<file path="config.mk">
export PLATFORM = sky130hd
export DESIGN_NAME = pifb_top
export DESIGN_NICKNAME = d
export VERILOG_FILES = /design/src/pifb_pkg.sv /design/src/pifb_sticky_bank.sv /design/src/pifb_top.sv
export VERILOG_INCLUDE_DIRS = /design/src
export SDC_FILE = /design/constraint.sdc
export NUM_CORES = 1
export LEC_CHECK = 0
export BUFFER_PORTS_ARGS = -buffer_cell sky130_fd_sc_hd__buf_2
export CORE_ASPECT_RATIO = 0.7
export CORE_MARGIN = 2
export CORE_UTILIZATION = 39
export DETAILED_ROUTE_END_ITERATION = 6
export PLACE_DENSITY_LB_ADDON = 0.05
export SLEW_MARGIN = 10
export SYNTH_ARGS = -nofsm -noshare
export SYNTH_HDL_FRONTEND = slang
export SYNTH_SLANG_ARGS = --single-unit
</file>
<file path="constraint.sdc">
create_clock -name aclk -period 2.07 [get_ports aclk]
set_clock_uncertainty 0.2 [all_clocks]
set_input_delay 0.207 -clock aclk [delete_from_list [all_inputs] [get_ports aclk]]
set_output_delay 0.207 -clock aclk [all_outputs]
set_load 0.05 [all_outputs]
</file>
<file path="src/pifb_cfg.svh">
// constants for the peripheral interrupt flag bank
`ifndef PIFB_CFG_SVH
`define PIFB_CFG_SVH

// register indices; byte address is four times the index
`define PIFB_IDX_CC        14'h070D
`define PIFB_IDX_CZ        14'h070E
`define PIFB_IDX_SP        14'h070F
`define PIFB_IDX_TE        14'h0710
`define PIFB_ADDR_W        16

// implemented bits of each flag register; the serial_port_flags mask covers only its sticky half
`define PIFB_MASK_CC       8'hC3
`define PIFB_MASK_CZ       8'h43
`define PIFB_MASK_SP_HW    8'h0F
`define PIFB_MASK_TE       8'h3F
`define PIFB_FLAGS_RESET   8'h00

// clock_and_converter_flags fields
`define PIFB_CC_OSC        7
`define PIFB_CC_CSW        6
`define PIFB_CC_CTHR       1
`define PIFB_CC_CDONE      0

// compare_zero_cross_flags fields
`define PIFB_CZ_ZC         6
`define PIFB_CZ_CMP_LO     0

// serial_port_flags fields
`define PIFB_SP_RX2        7
`define PIFB_SP_TX2        6
`define PIFB_SP_RX1        5
`define PIFB_SP_TX1        4
`define PIFB_SP_BCL2       3
`define PIFB_SP_DONE2      2
`define PIFB_SP_BCL1       1
`define PIFB_SP_DONE1      0

// timer_event_flags fields
`define PIFB_TE_LO         0
`define PIFB_TE_T4         3
`define PIFB_TE_T6         5
`define PIFB_TE_UNUSED_HI  7
`define PIFB_TE_UNUSED_LO  6

// bus answers
`define PIFB_RESP_OKAY     2'h0
`define PIFB_RESP_SLVERR   2'h2
`define PIFB_RDATA_PAD     24'h000000

`endif

</file>
<file path="src/pifb_pkg.sv">
// types shared by the peripheral interrupt flag bank
package pifb_pkg;
  typedef logic [7:0] pifb_flags_t;
  typedef enum logic [2:0] {
    PIFB_SEL_NONE,
    PIFB_SEL_CC,
    PIFB_SEL_CZ,
    PIFB_SEL_SP,
    PIFB_SEL_TE
  } pifb_sel_t;
endpackage

</file>
<file path="src/pifb_sticky_bank.sv">
// one bank of sticky flags: hardware sets, software writes
`timescale 1ns/100ps
`default_nettype none
`include "pifb_cfg.svh"
module pifb_sticky_bank #(
  parameter pifb_pkg::pifb_flags_t MASK = `PIFB_MASK_CC
) (
  input  wire logic                 aclk,
  input  wire logic                 aresetn,
  input  wire pifb_pkg::pifb_flags_t set_evt,
  input  wire logic                 wr_en,
  input  wire pifb_pkg::pifb_flags_t wr_data,
  output var  pifb_pkg::pifb_flags_t flags
);
  import pifb_pkg::*;

  pifb_flags_t next_flags;

  always_comb begin
    next_flags = wr_en ? wr_data : flags;
    next_flags = (next_flags | set_evt) & MASK;
  end

  always_ff @(posedge aclk) begin
    if (!aresetn) begin
      flags <= `PIFB_FLAGS_RESET;
    end else begin
      flags <= next_flags;
    end
  end
endmodule
`default_nettype wire

</file>
<file path="src/pifb_top.sv">
// peripheral interrupt flag bank with an axi4-lite register slave
//
// The implementer's own choice: the AXI4-Lite register port.
`timescale 1ns/100ps
`default_nettype none
`include "pifb_cfg.svh"
module pifb_top (
  input  wire logic                       aclk,
  input  wire logic                       aresetn,
  input  wire logic [`PIFB_ADDR_W-1:0]    s_axi_awaddr,
  input  wire logic [2:0]                 s_axi_awprot,
  input  wire logic                       s_axi_awvalid,
  output var  logic                       s_axi_awready,
  input  wire logic [31:0]                s_axi_wdata,
  input  wire logic [3:0]                 s_axi_wstrb,
  input  wire logic                       s_axi_wvalid,
  output var  logic                       s_axi_wready,
  output var  logic [1:0]                 s_axi_bresp,
  output var  logic                       s_axi_bvalid,
  input  wire logic                       s_axi_bready,
  input  wire logic [`PIFB_ADDR_W-1:0]    s_axi_araddr,
  input  wire logic [2:0]                 s_axi_arprot,
  input  wire logic                       s_axi_arvalid,
  output var  logic                       s_axi_arready,
  output var  logic [31:0]                s_axi_rdata,
  output var  logic [1:0]                 s_axi_rresp,
  output var  logic                       s_axi_rvalid,
  input  wire logic                       s_axi_rready,
  input  wire logic                       osc_fail_evt,
  input  wire logic                       clk_switch_evt,
  input  wire logic                       conv_complete_evt,
  input  wire logic                       zero_cross_evt,
  input  wire logic [1:0]                 comparator_evt,
  input  wire logic [1:0]                 async_rx_not_empty,
  input  wire logic [1:0]                 async_tx_has_space,
  input  wire logic [1:0]                 sync_collision_evt,
  input  wire logic [1:0]                 sync_done_evt,
  input  wire logic [5:0]                 timer_evt,
  output var  pifb_pkg::pifb_flags_t      clock_and_converter_flags,
  output var  pifb_pkg::pifb_flags_t      compare_zero_cross_flags,
  output var  pifb_pkg::pifb_flags_t      serial_port_flags,
  output var  pifb_pkg::pifb_flags_t      timer_event_flags
);
  import pifb_pkg::*;

  // decode shared by the read and the write path
  function automatic pifb_sel_t decode_sel(input logic [`PIFB_ADDR_W-1:0] addr);
    pifb_sel_t sel;
    sel = PIFB_SEL_NONE;
    if (addr[1:0] == 2'h0) begin
      unique case (addr[`PIFB_ADDR_W-1:2])
        `PIFB_IDX_CC: sel = PIFB_SEL_CC;
        `PIFB_IDX_CZ: sel = PIFB_SEL_CZ;
        `PIFB_IDX_SP: sel = PIFB_SEL_SP;
        `PIFB_IDX_TE: sel = PIFB_SEL_TE;
        default:      sel = PIFB_SEL_NONE;
      endcase
    end
    return sel;
  endfunction

  // write channel state
  logic                    aw_held;
  logic                    w_held;
  logic [`PIFB_ADDR_W-1:0] aw_addr;
  logic [31:0]             w_data;
  logic [3:0]              w_strb;
  logic                    next_aw_held;
  logic                    next_w_held;
  logic [`PIFB_ADDR_W-1:0] next_aw_addr;
  logic [31:0]             next_w_data;
  logic [3:0]              next_w_strb;
  logic                    next_bvalid;
  logic [1:0]              next_bresp;
  logic                    wr_fire;
  pifb_sel_t               wr_sel;
  logic                    wr_lane;

  // read channel state
  logic                    next_rvalid;
  logic [1:0]              next_rresp;
  logic [31:0]             next_rdata;
  pifb_sel_t               rd_sel;

  // flag sources
  pifb_flags_t             cc_set;
  pifb_flags_t             cz_set;
  pifb_flags_t             sp_set;
  pifb_flags_t             te_set;
  pifb_flags_t             sp_sticky;
  pifb_flags_t             sp_level;
  pifb_flags_t             next_sp_level;

  // address and data are taken independently, one write in flight
  assign s_axi_awready = !aw_held && !s_axi_bvalid;
  assign s_axi_wready  = !w_held && !s_axi_bvalid;
  assign wr_fire       = aw_held && w_held && !s_axi_bvalid;
  assign wr_sel        = decode_sel(aw_addr);
  assign wr_lane       = wr_fire && w_strb[0];

  always_comb begin
    next_aw_held = aw_held;
    next_w_held  = w_held;
    next_aw_addr = aw_addr;
    next_w_data  = w_data;
    next_w_strb  = w_strb;
    next_bvalid  = s_axi_bvalid;
    next_bresp   = s_axi_bresp;
    if (s_axi_awvalid && s_axi_awready) begin
      next_aw_held = 1'b1;
      next_aw_addr = s_axi_awaddr;
    end
    if (s_axi_wvalid && s_axi_wready) begin
      next_w_held = 1'b1;
      next_w_data = s_axi_wdata;
      next_w_strb = s_axi_wstrb;
    end
    if (wr_fire) begin
      next_aw_held = 1'b0;
      next_w_held  = 1'b0;
      next_bvalid  = 1'b1;
      next_bresp   = (wr_sel == PIFB_SEL_NONE) ? `PIFB_RESP_SLVERR : `PIFB_RESP_OKAY;
    end else if (s_axi_bvalid && s_axi_bready) begin
      next_bvalid = 1'b0;
    end
  end

  always_ff @(posedge aclk) begin
    if (!aresetn) begin
      aw_held      <= 1'b0;
      w_held       <= 1'b0;
      aw_addr      <= '0;
      w_data       <= '0;
      w_strb       <= '0;
      s_axi_bvalid <= 1'b0;
      s_axi_bresp  <= `PIFB_RESP_OKAY;
    end else begin
      aw_held      <= next_aw_held;
      w_held       <= next_w_held;
      aw_addr      <= next_aw_addr;
      w_data       <= next_w_data;
      w_strb       <= next_w_strb;
      s_axi_bvalid <= next_bvalid;
      s_axi_bresp  <= next_bresp;
    end
  end

  // read path: data registered, unmapped reads answer zero with slverr
  assign s_axi_arready = !s_axi_rvalid;
  assign rd_sel        = decode_sel(s_axi_araddr);

  always_comb begin
    next_rvalid = s_axi_rvalid;
    next_rresp  = s_axi_rresp;
    next_rdata  = s_axi_rdata;
    if (s_axi_arvalid && s_axi_arready) begin
      next_rvalid = 1'b1;
      next_rresp  = `PIFB_RESP_OKAY;
      unique case (rd_sel)
        PIFB_SEL_CC:   next_rdata = {`PIFB_RDATA_PAD, clock_and_converter_flags};
        PIFB_SEL_CZ:   next_rdata = {`PIFB_RDATA_PAD, compare_zero_cross_flags};
        PIFB_SEL_SP:   next_rdata = {`PIFB_RDATA_PAD, serial_port_flags};
        PIFB_SEL_TE:   next_rdata = {`PIFB_RDATA_PAD, timer_event_flags};
        PIFB_SEL_NONE: begin
          next_rdata = '0;
          next_rresp = `PIFB_RESP_SLVERR;
        end
      endcase
    end else if (s_axi_rvalid && s_axi_rready) begin
      next_rvalid = 1'b0;
    end
  end

  always_ff @(posedge aclk) begin
    if (!aresetn) begin
      s_axi_rvalid <= 1'b0;
      s_axi_rresp  <= `PIFB_RESP_OKAY;
      s_axi_rdata  <= '0;
    end else begin
      s_axi_rvalid <= next_rvalid;
      s_axi_rresp  <= next_rresp;
      s_axi_rdata  <= next_rdata;
    end
  end

  // set conditions; enables live elsewhere and never gate these
  always_comb begin
    cc_set = '0;
    cz_set = '0;
    sp_set = '0;
    te_set = '0;
    cc_set[`PIFB_CC_OSC]   = osc_fail_evt;
    cc_set[`PIFB_CC_CSW]   = clk_switch_evt;
    cc_set[`PIFB_CC_CTHR]  = conv_complete_evt;
    cc_set[`PIFB_CC_CDONE] = conv_complete_evt;
    cz_set[`PIFB_CZ_ZC]    = zero_cross_evt;
    cz_set[`PIFB_CZ_CMP_LO +: 2] = comparator_evt;
    sp_set[`PIFB_SP_BCL1]  = sync_collision_evt[0];
    sp_set[`PIFB_SP_BCL2]  = sync_collision_evt[1];
    sp_set[`PIFB_SP_DONE1] = sync_done_evt[0];
    sp_set[`PIFB_SP_DONE2] = sync_done_evt[1];
    te_set[`PIFB_TE_LO +: 6] = timer_evt;
  end

  pifb_sticky_bank #(.MASK(`PIFB_MASK_CC)) u_cc (
    .aclk    (aclk),
    .aresetn (aresetn),
    .set_evt (cc_set),
    .wr_en   (wr_lane && (wr_sel == PIFB_SEL_CC)),
    .wr_data (w_data[7:0]),
    .flags   (clock_and_converter_flags)
  );

  pifb_sticky_bank #(.MASK(`PIFB_MASK_CZ)) u_cz (
    .aclk    (aclk),
    .aresetn (aresetn),
    .set_evt (cz_set),
    .wr_en   (wr_lane && (wr_sel == PIFB_SEL_CZ)),
    .wr_data (w_data[7:0]),
    .flags   (compare_zero_cross_flags)
  );

  // writes reach only the sticky half
  pifb_sticky_bank #(.MASK(`PIFB_MASK_SP_HW)) u_sp (
    .aclk    (aclk),
    .aresetn (aresetn),
    .set_evt (sp_set),
    .wr_en   (wr_lane && (wr_sel == PIFB_SEL_SP)),
    .wr_data (w_data[7:0]),
    .flags   (sp_sticky)
  );

  pifb_sticky_bank #(.MASK(`PIFB_MASK_TE)) u_te (
    .aclk    (aclk),
    .aresetn (aresetn),
    .set_evt (te_set),
    .wr_en   (wr_lane && (wr_sel == PIFB_SEL_TE)),
    .wr_data (w_data[7:0]),
    .flags   (timer_event_flags)
  );

  // buffer levels, registered one cycle so the read data stays a flop
  always_comb begin
    next_sp_level = '0;
    next_sp_level[`PIFB_SP_RX1] = async_rx_not_empty[0];
    next_sp_level[`PIFB_SP_RX2] = async_rx_not_empty[1];
    next_sp_level[`PIFB_SP_TX1] = async_tx_has_space[0];
    next_sp_level[`PIFB_SP_TX2] = async_tx_has_space[1];
  end

  always_ff @(posedge aclk) begin
    if (!aresetn) begin
      sp_level <= `PIFB_FLAGS_RESET;
    end else begin
      sp_level <= next_sp_level;
    end
  end

  assign serial_port_flags = sp_level | sp_sticky;

  // checks
  logic sp_clr_bcl1;
  assign sp_clr_bcl1 = wr_lane && (wr_sel == PIFB_SEL_SP) && !w_data[`PIFB_SP_BCL1];

  osc_fail_set_a: assert property (
    @(posedge aclk) disable iff (!aresetn)
    osc_fail_evt |=> clock_and_converter_flags[`PIFB_CC_OSC])
    else $error("osc fail flag not set");

  clk_switch_set_a: assert property (
    @(posedge aclk) disable iff (!aresetn)
    clk_switch_evt |=> clock_and_converter_flags[`PIFB_CC_CSW])
    else $error("clock switch flag not set");

  conv_flags_pair_a: assert property (
    @(posedge aclk) disable iff (!aresetn)
    conv_complete_evt |=> clock_and_converter_flags[`PIFB_CC_CTHR]
      && clock_and_converter_flags[`PIFB_CC_CDONE])
    else $error("converter flags not both set");

  zero_cross_set_a: assert property (
    @(posedge aclk) disable iff (!aresetn)
    zero_cross_evt |=> compare_zero_cross_flags[`PIFB_CZ_ZC])
    else $error("zero-cross flag not set");

  comparator_set_a: assert property (
    @(posedge aclk) disable iff (!aresetn)
    comparator_evt[1] |=> compare_zero_cross_flags[`PIFB_CZ_CMP_LO + 1])
    else $error("comparator flag not set");

  // the edge that releases reset still loads the cleared level, so start one later
  rx_level_follow_a: assert property (
    @(posedge aclk) disable iff (!aresetn)
    aresetn |=> serial_port_flags[`PIFB_SP_RX2] == $past(async_rx_not_empty[1]))
    else $error("rx flag does not follow buffer");

  tx_level_follow_a: assert property (
    @(posedge aclk) disable iff (!aresetn)
    aresetn |=> serial_port_flags[`PIFB_SP_TX1] == $past(async_tx_has_space[0]))
    else $error("tx flag does not follow buffer");

  collision_hold_a: assert property (
    @(posedge aclk) disable iff (!aresetn)
    serial_port_flags[`PIFB_SP_BCL1] && !sp_clr_bcl1
      |=> serial_port_flags[`PIFB_SP_BCL1])
    else $error("collision flag dropped without a clear");

  set_beats_clear_a: assert property (
    @(posedge aclk) disable iff (!aresetn)
    sync_collision_evt[0] && sp_clr_bcl1 |=> serial_port_flags[`PIFB_SP_BCL1])
    else $error("clear won over a set");

  timer_unused_zero_a: assert property (
    @(posedge aclk) disable iff (!aresetn)
    timer_event_flags[`PIFB_TE_UNUSED_HI:`PIFB_TE_UNUSED_LO] == 2'h0)
    else $error("unused timer bits not zero");

  timer6_set_a: assert property (
    @(posedge aclk) disable iff (!aresetn)
    timer_evt[`PIFB_TE_T6] |=> timer_event_flags[`PIFB_TE_T6])
    else $error("timer 6 flag not set");

  timer4_set_a: assert property (
    @(posedge aclk) disable iff (!aresetn)
    timer_evt[`PIFB_TE_T4] |=> timer_event_flags[`PIFB_TE_T4])
    else $error("timer 4 flag not set");

  no_hw_clear_a: assert property (
    @(posedge aclk) disable iff (!aresetn)
    $fell(timer_event_flags[`PIFB_TE_T4]) |-> $past(wr_lane)
      && ($past(wr_sel) == PIFB_SEL_TE))
    else $error("timer flag cleared without a write");

  reset_clear_a: assert property (
    @(posedge aclk)
    !aresetn |=> (serial_port_flags == `PIFB_FLAGS_RESET))
    else $error("flags not zero after reset");

  write_answer_a: assert property (
    @(posedge aclk) disable iff (!aresetn)
    wr_fire |=> s_axi_bvalid)
    else $error("write response missing");

  write_done_c: cover property (
    @(posedge aclk) disable iff (!aresetn)
    s_axi_bvalid && s_axi_bready && s_axi_bresp == `PIFB_RESP_OKAY);

  read_done_c: cover property (
    @(posedge aclk) disable iff (!aresetn)
    s_axi_rvalid && s_axi_rready && s_axi_rresp == `PIFB_RESP_OKAY);

  unmapped_read_c: cover property (
    @(posedge aclk) disable iff (!aresetn)
    s_axi_rvalid && s_axi_rresp == `PIFB_RESP_SLVERR);

  set_clear_race_c: cover property (
    @(posedge aclk) disable iff (!aresetn)
    sync_collision_evt[0] && sp_clr_bcl1);
endmodule
`default_nettype wire

</file>
==> results.toml <==
[status]
status = "finished, violations left"
violations = "negative setup slack"

[place]
pre_cts_ws_ps = -165
gp_congestion = 0.795
io_buffers = 103
placed_area_um2 = 3500
dp_hpwl_um = 5450

[finish]
drive_gt1_share_pct = 32.9
antenna_cells = 0
fin_util_pct = 58.8
final_area_um2 = 4250
area_delta_synth_final_pct = 48.0
fin_nets = 588

[setup_path]
path_max_fanout = 6
worstPathRequired_ps = 2100
startpoint = "aw_addr[4]$_SDFFE_PN0P_"
r2r-end = "u_te.flags[0]$_SDFF_PN0_"
startpoint_type = "flip-flop"
r2r_cells = 5
crit_cells = 5
arrival_ps = 2170
cp_slowest_stage_delay_ps = 550
slowest_stage = "or4b_4"
reg2reg_slack_ps = -70
crit_type = "flip-flop to flip-flop"
crit_path_end_kind = "flip-flop"
r2r_start = "aw_addr[4]$_SDFFE_PN0P_"
crit_chain = "or4b_4 > nor4_4 > and2_4 > mux2_4 > o21a_1"
cp_num_buf_inv = 0
path_delay_family = "simple AND/OR/NAND/NOR gates"
setup.worst_path.end = "u_te.flags[0]$_SDFF_PN0_"

[sta]
rsz0062_at_grt = "true"
fin_crit_sh_pct = 104
setup_viol = 13
whs_ps = 25.8
tns_ps = -551
fin_ws_ps = -72.9
hold_violations = 0
maxSlewViolCount = 0
max_freq_mhz = 467
slew_headroom_pct = 58.6
min_period_ps = 2140
worst_slew_pin_slew_ps = 620

[drt]
drt_iter0_markers = 77
vias_per_cell = 4.52
first_pass_iters = 4
final_antenna_net_count = 0
detail_route.wl_per_cell_um = 12.9
drc_errors = 0
wirelength_um = 7640
num_vias = 2664

[floorplanning]
start_util_pct = 39.8
io_pins = 174
die_area_um2 = 8080
rows = 26
dieHeight_um = 75.8
die_w_um = 107
core_area_um2 = 7220

[grt]
grt_max_degree = 30
grt_pass1_wl_um = 11800
grt_use_met1_pct = 25.2
grt_use_total_pct = 19.1
grt-ovfl-total = 0
use_met3_pct = 5.82
top_usage_layer = "met2"
grtUsageMet2_pct = 31.0
grt_antenna_before_repair = 0
grt_pass1_vias = 2470

[synthesis]
syn_avg_cell_area_um2 = 9.06
syn_area_um2 = 2870
syn_inst = 317
ys_ff_latch = 60
synth_edf_count = 0
synth.largest_area_cell = "dfxtp_1"
synth_most_common_cell = "dfxtp_1"
synth.area.top_cells = "dfxtp_1 42%, buf_4 9.9%, nand2_1 6.7%"
synth_top_area_share_pct = 41.8
ys_warn_count = 0
ys_types = 42
ys.flop_type = "dfxtp_1"
synth-seq-area-share_pct = 41.8
ys_async_sr_fraction_pct = 0
netlist_top_cells_count = "60 x dfxtp_1, 51 x nand2_1, 38 x buf_4"

[min_path]
hold_class = "input port to flip-flop"

[clock_network]
clockBufferDepth = 2
htreeDepth = 3
insertion_delay_ps = 330
cts-root-buf = "clkbuf_8"
cts_made_buffers = 9
clkSinkCount = 60
cts_tree = "done"
clk_pin_slew_ps = 70

[power]
powerDensity_nw_per_um2 = 738
peakVddDrop_mv = 0.383
p_leak_nw = 2.01

[flow_run]
maxCapViolations = 0
metrics by stage:
| stage | cells | power [mW] |
|---|---|---|
| after CTS | 589 | 3.17 |
| final | 590 | 3.14 |
| after global routing | 590 | 3.29 |
| after detailed placement | 526 | 1.92 |
| after floorplan | 353 | 1.80 |
| after global placement | 526 | 1.92 |
worst min path at each step:
stage / from / endpoint / slack [ps] / cells past startpoint
2_1_floorplan: comparator_evt[0] / u_cz.flags[0]$_SDFF_PN0_ / 130 / 1
3_3_place_gp: async_tx_has_space[1] / sp_level[6]$_SDFF_PN0_ / 210 / 2
3_5_place_dp: async_tx_has_space[0] / sp_level[4]$_SDFF_PN0_ / 220 / 2
4_1_cts: s_axi_arvalid / s_axi_rdata[6]$_SDFFE_PN0P_ / 0.5 / 4
5_1_grt: s_axi_arvalid / s_axi_rdata[6]$_SDFFE_PN0P_ / 30 / 4
6_report: s_axi_arvalid / s_axi_rdata[6]$_SDFFE_PN0P_ / 30 / 4
timing repair:
action | in CTS | in global routing
hold endpoints to repair | 48 | 0
hold buffers | 48 | 0
endpoints found under the setup margin | 13 | 17
pin swaps | 0 | 2
setup buffers | 0 | 1
gates cloned | 0 | 0
resized for setup | 15 | 2
layout make-up:
class	instances	area, um^2
clock inverter	5	75.1
clock buffer	11	141
timing repair buffer	173	1160
multi-input combinational	242	1530
sequential	60	1210
inverter	1	3.75
fill	667	2970
tap	98	123
sequential cells by signal, summed over array words and instances, names as in the netlist:
signal	count
u_cc.flags	4
aw_addr	16
w_strb	1
s_axi_bresp	1
s_axi_rdata	8
s_axi_rresp	1
aw_held	1
u_te.flags	6
u_cz.flags	3
w_data	8
u_sp.flags	4
s_axi_bvalid	1
sp_level	4
w_held	1
s_axi_rvalid	1
layer usage:
metal | vias up | part of all wire, %
li1 | 1367 | -
met1 | 1198 | 48
met2 | 93 | 45
met3 | 6 | 6.8
met4 | 0 | 0.72
met5 | - | 0
tightest hold or removal path, stage by stage:
cell      delay (ps)
buf_2            100
nand2_1           70
nand2_1           60
a21boi_0          70
layout by cell type, fill, tap and decap left out, types with 2 or more instances in the layout:
cell type and count:
nor2b_1 16, nor4_4 2, buf_2 103, dlygate4sd3_1 48, nand2_1 51, mux2i_1 9
o311a_1 9, buf_4 21, o21a_1 9, bufinv_16 2, nand3b_1 2, nand2b_1 3
conb_1 37, o21ai_0 13, and2_4 2, mux2_4 9, o211a_1 3, nor2_1 11
clkinv_2 3, a22oi_1 4, dfxtp_1 57, or4b_4 2, dfxtp_2 2, and2_1 6
nor3b_1 3, nor4_1 2, nand3_1 9, clkbuf_8 10, a21boi_0 18, a21oi_1 5
and3b_1 3
cells by family (layout without fill, tap and decap cells):
family / Yosys count / in the layout / share of synthesized area, %
AOI/OAI and AO/OA: 64 / 64 / 16.3
buffers and inverters: 51 / 190 / 11.6
DFF: 60 / 60 / 41.8
muxes: 19 / 19 / 7.06
other: 1 / 37 / 0.131
and+or+nand+nor: 122 / 122 / 23.1
power breakdown:
part	total, mW	switching (mW)	internal, mW
Combinational	0.709	0.453	0.256
Sequential	1.28	0.0519	1.23
Clock	1.15	0.444	0.705
No activity file was read; power rests on OpenSTA's default activity.
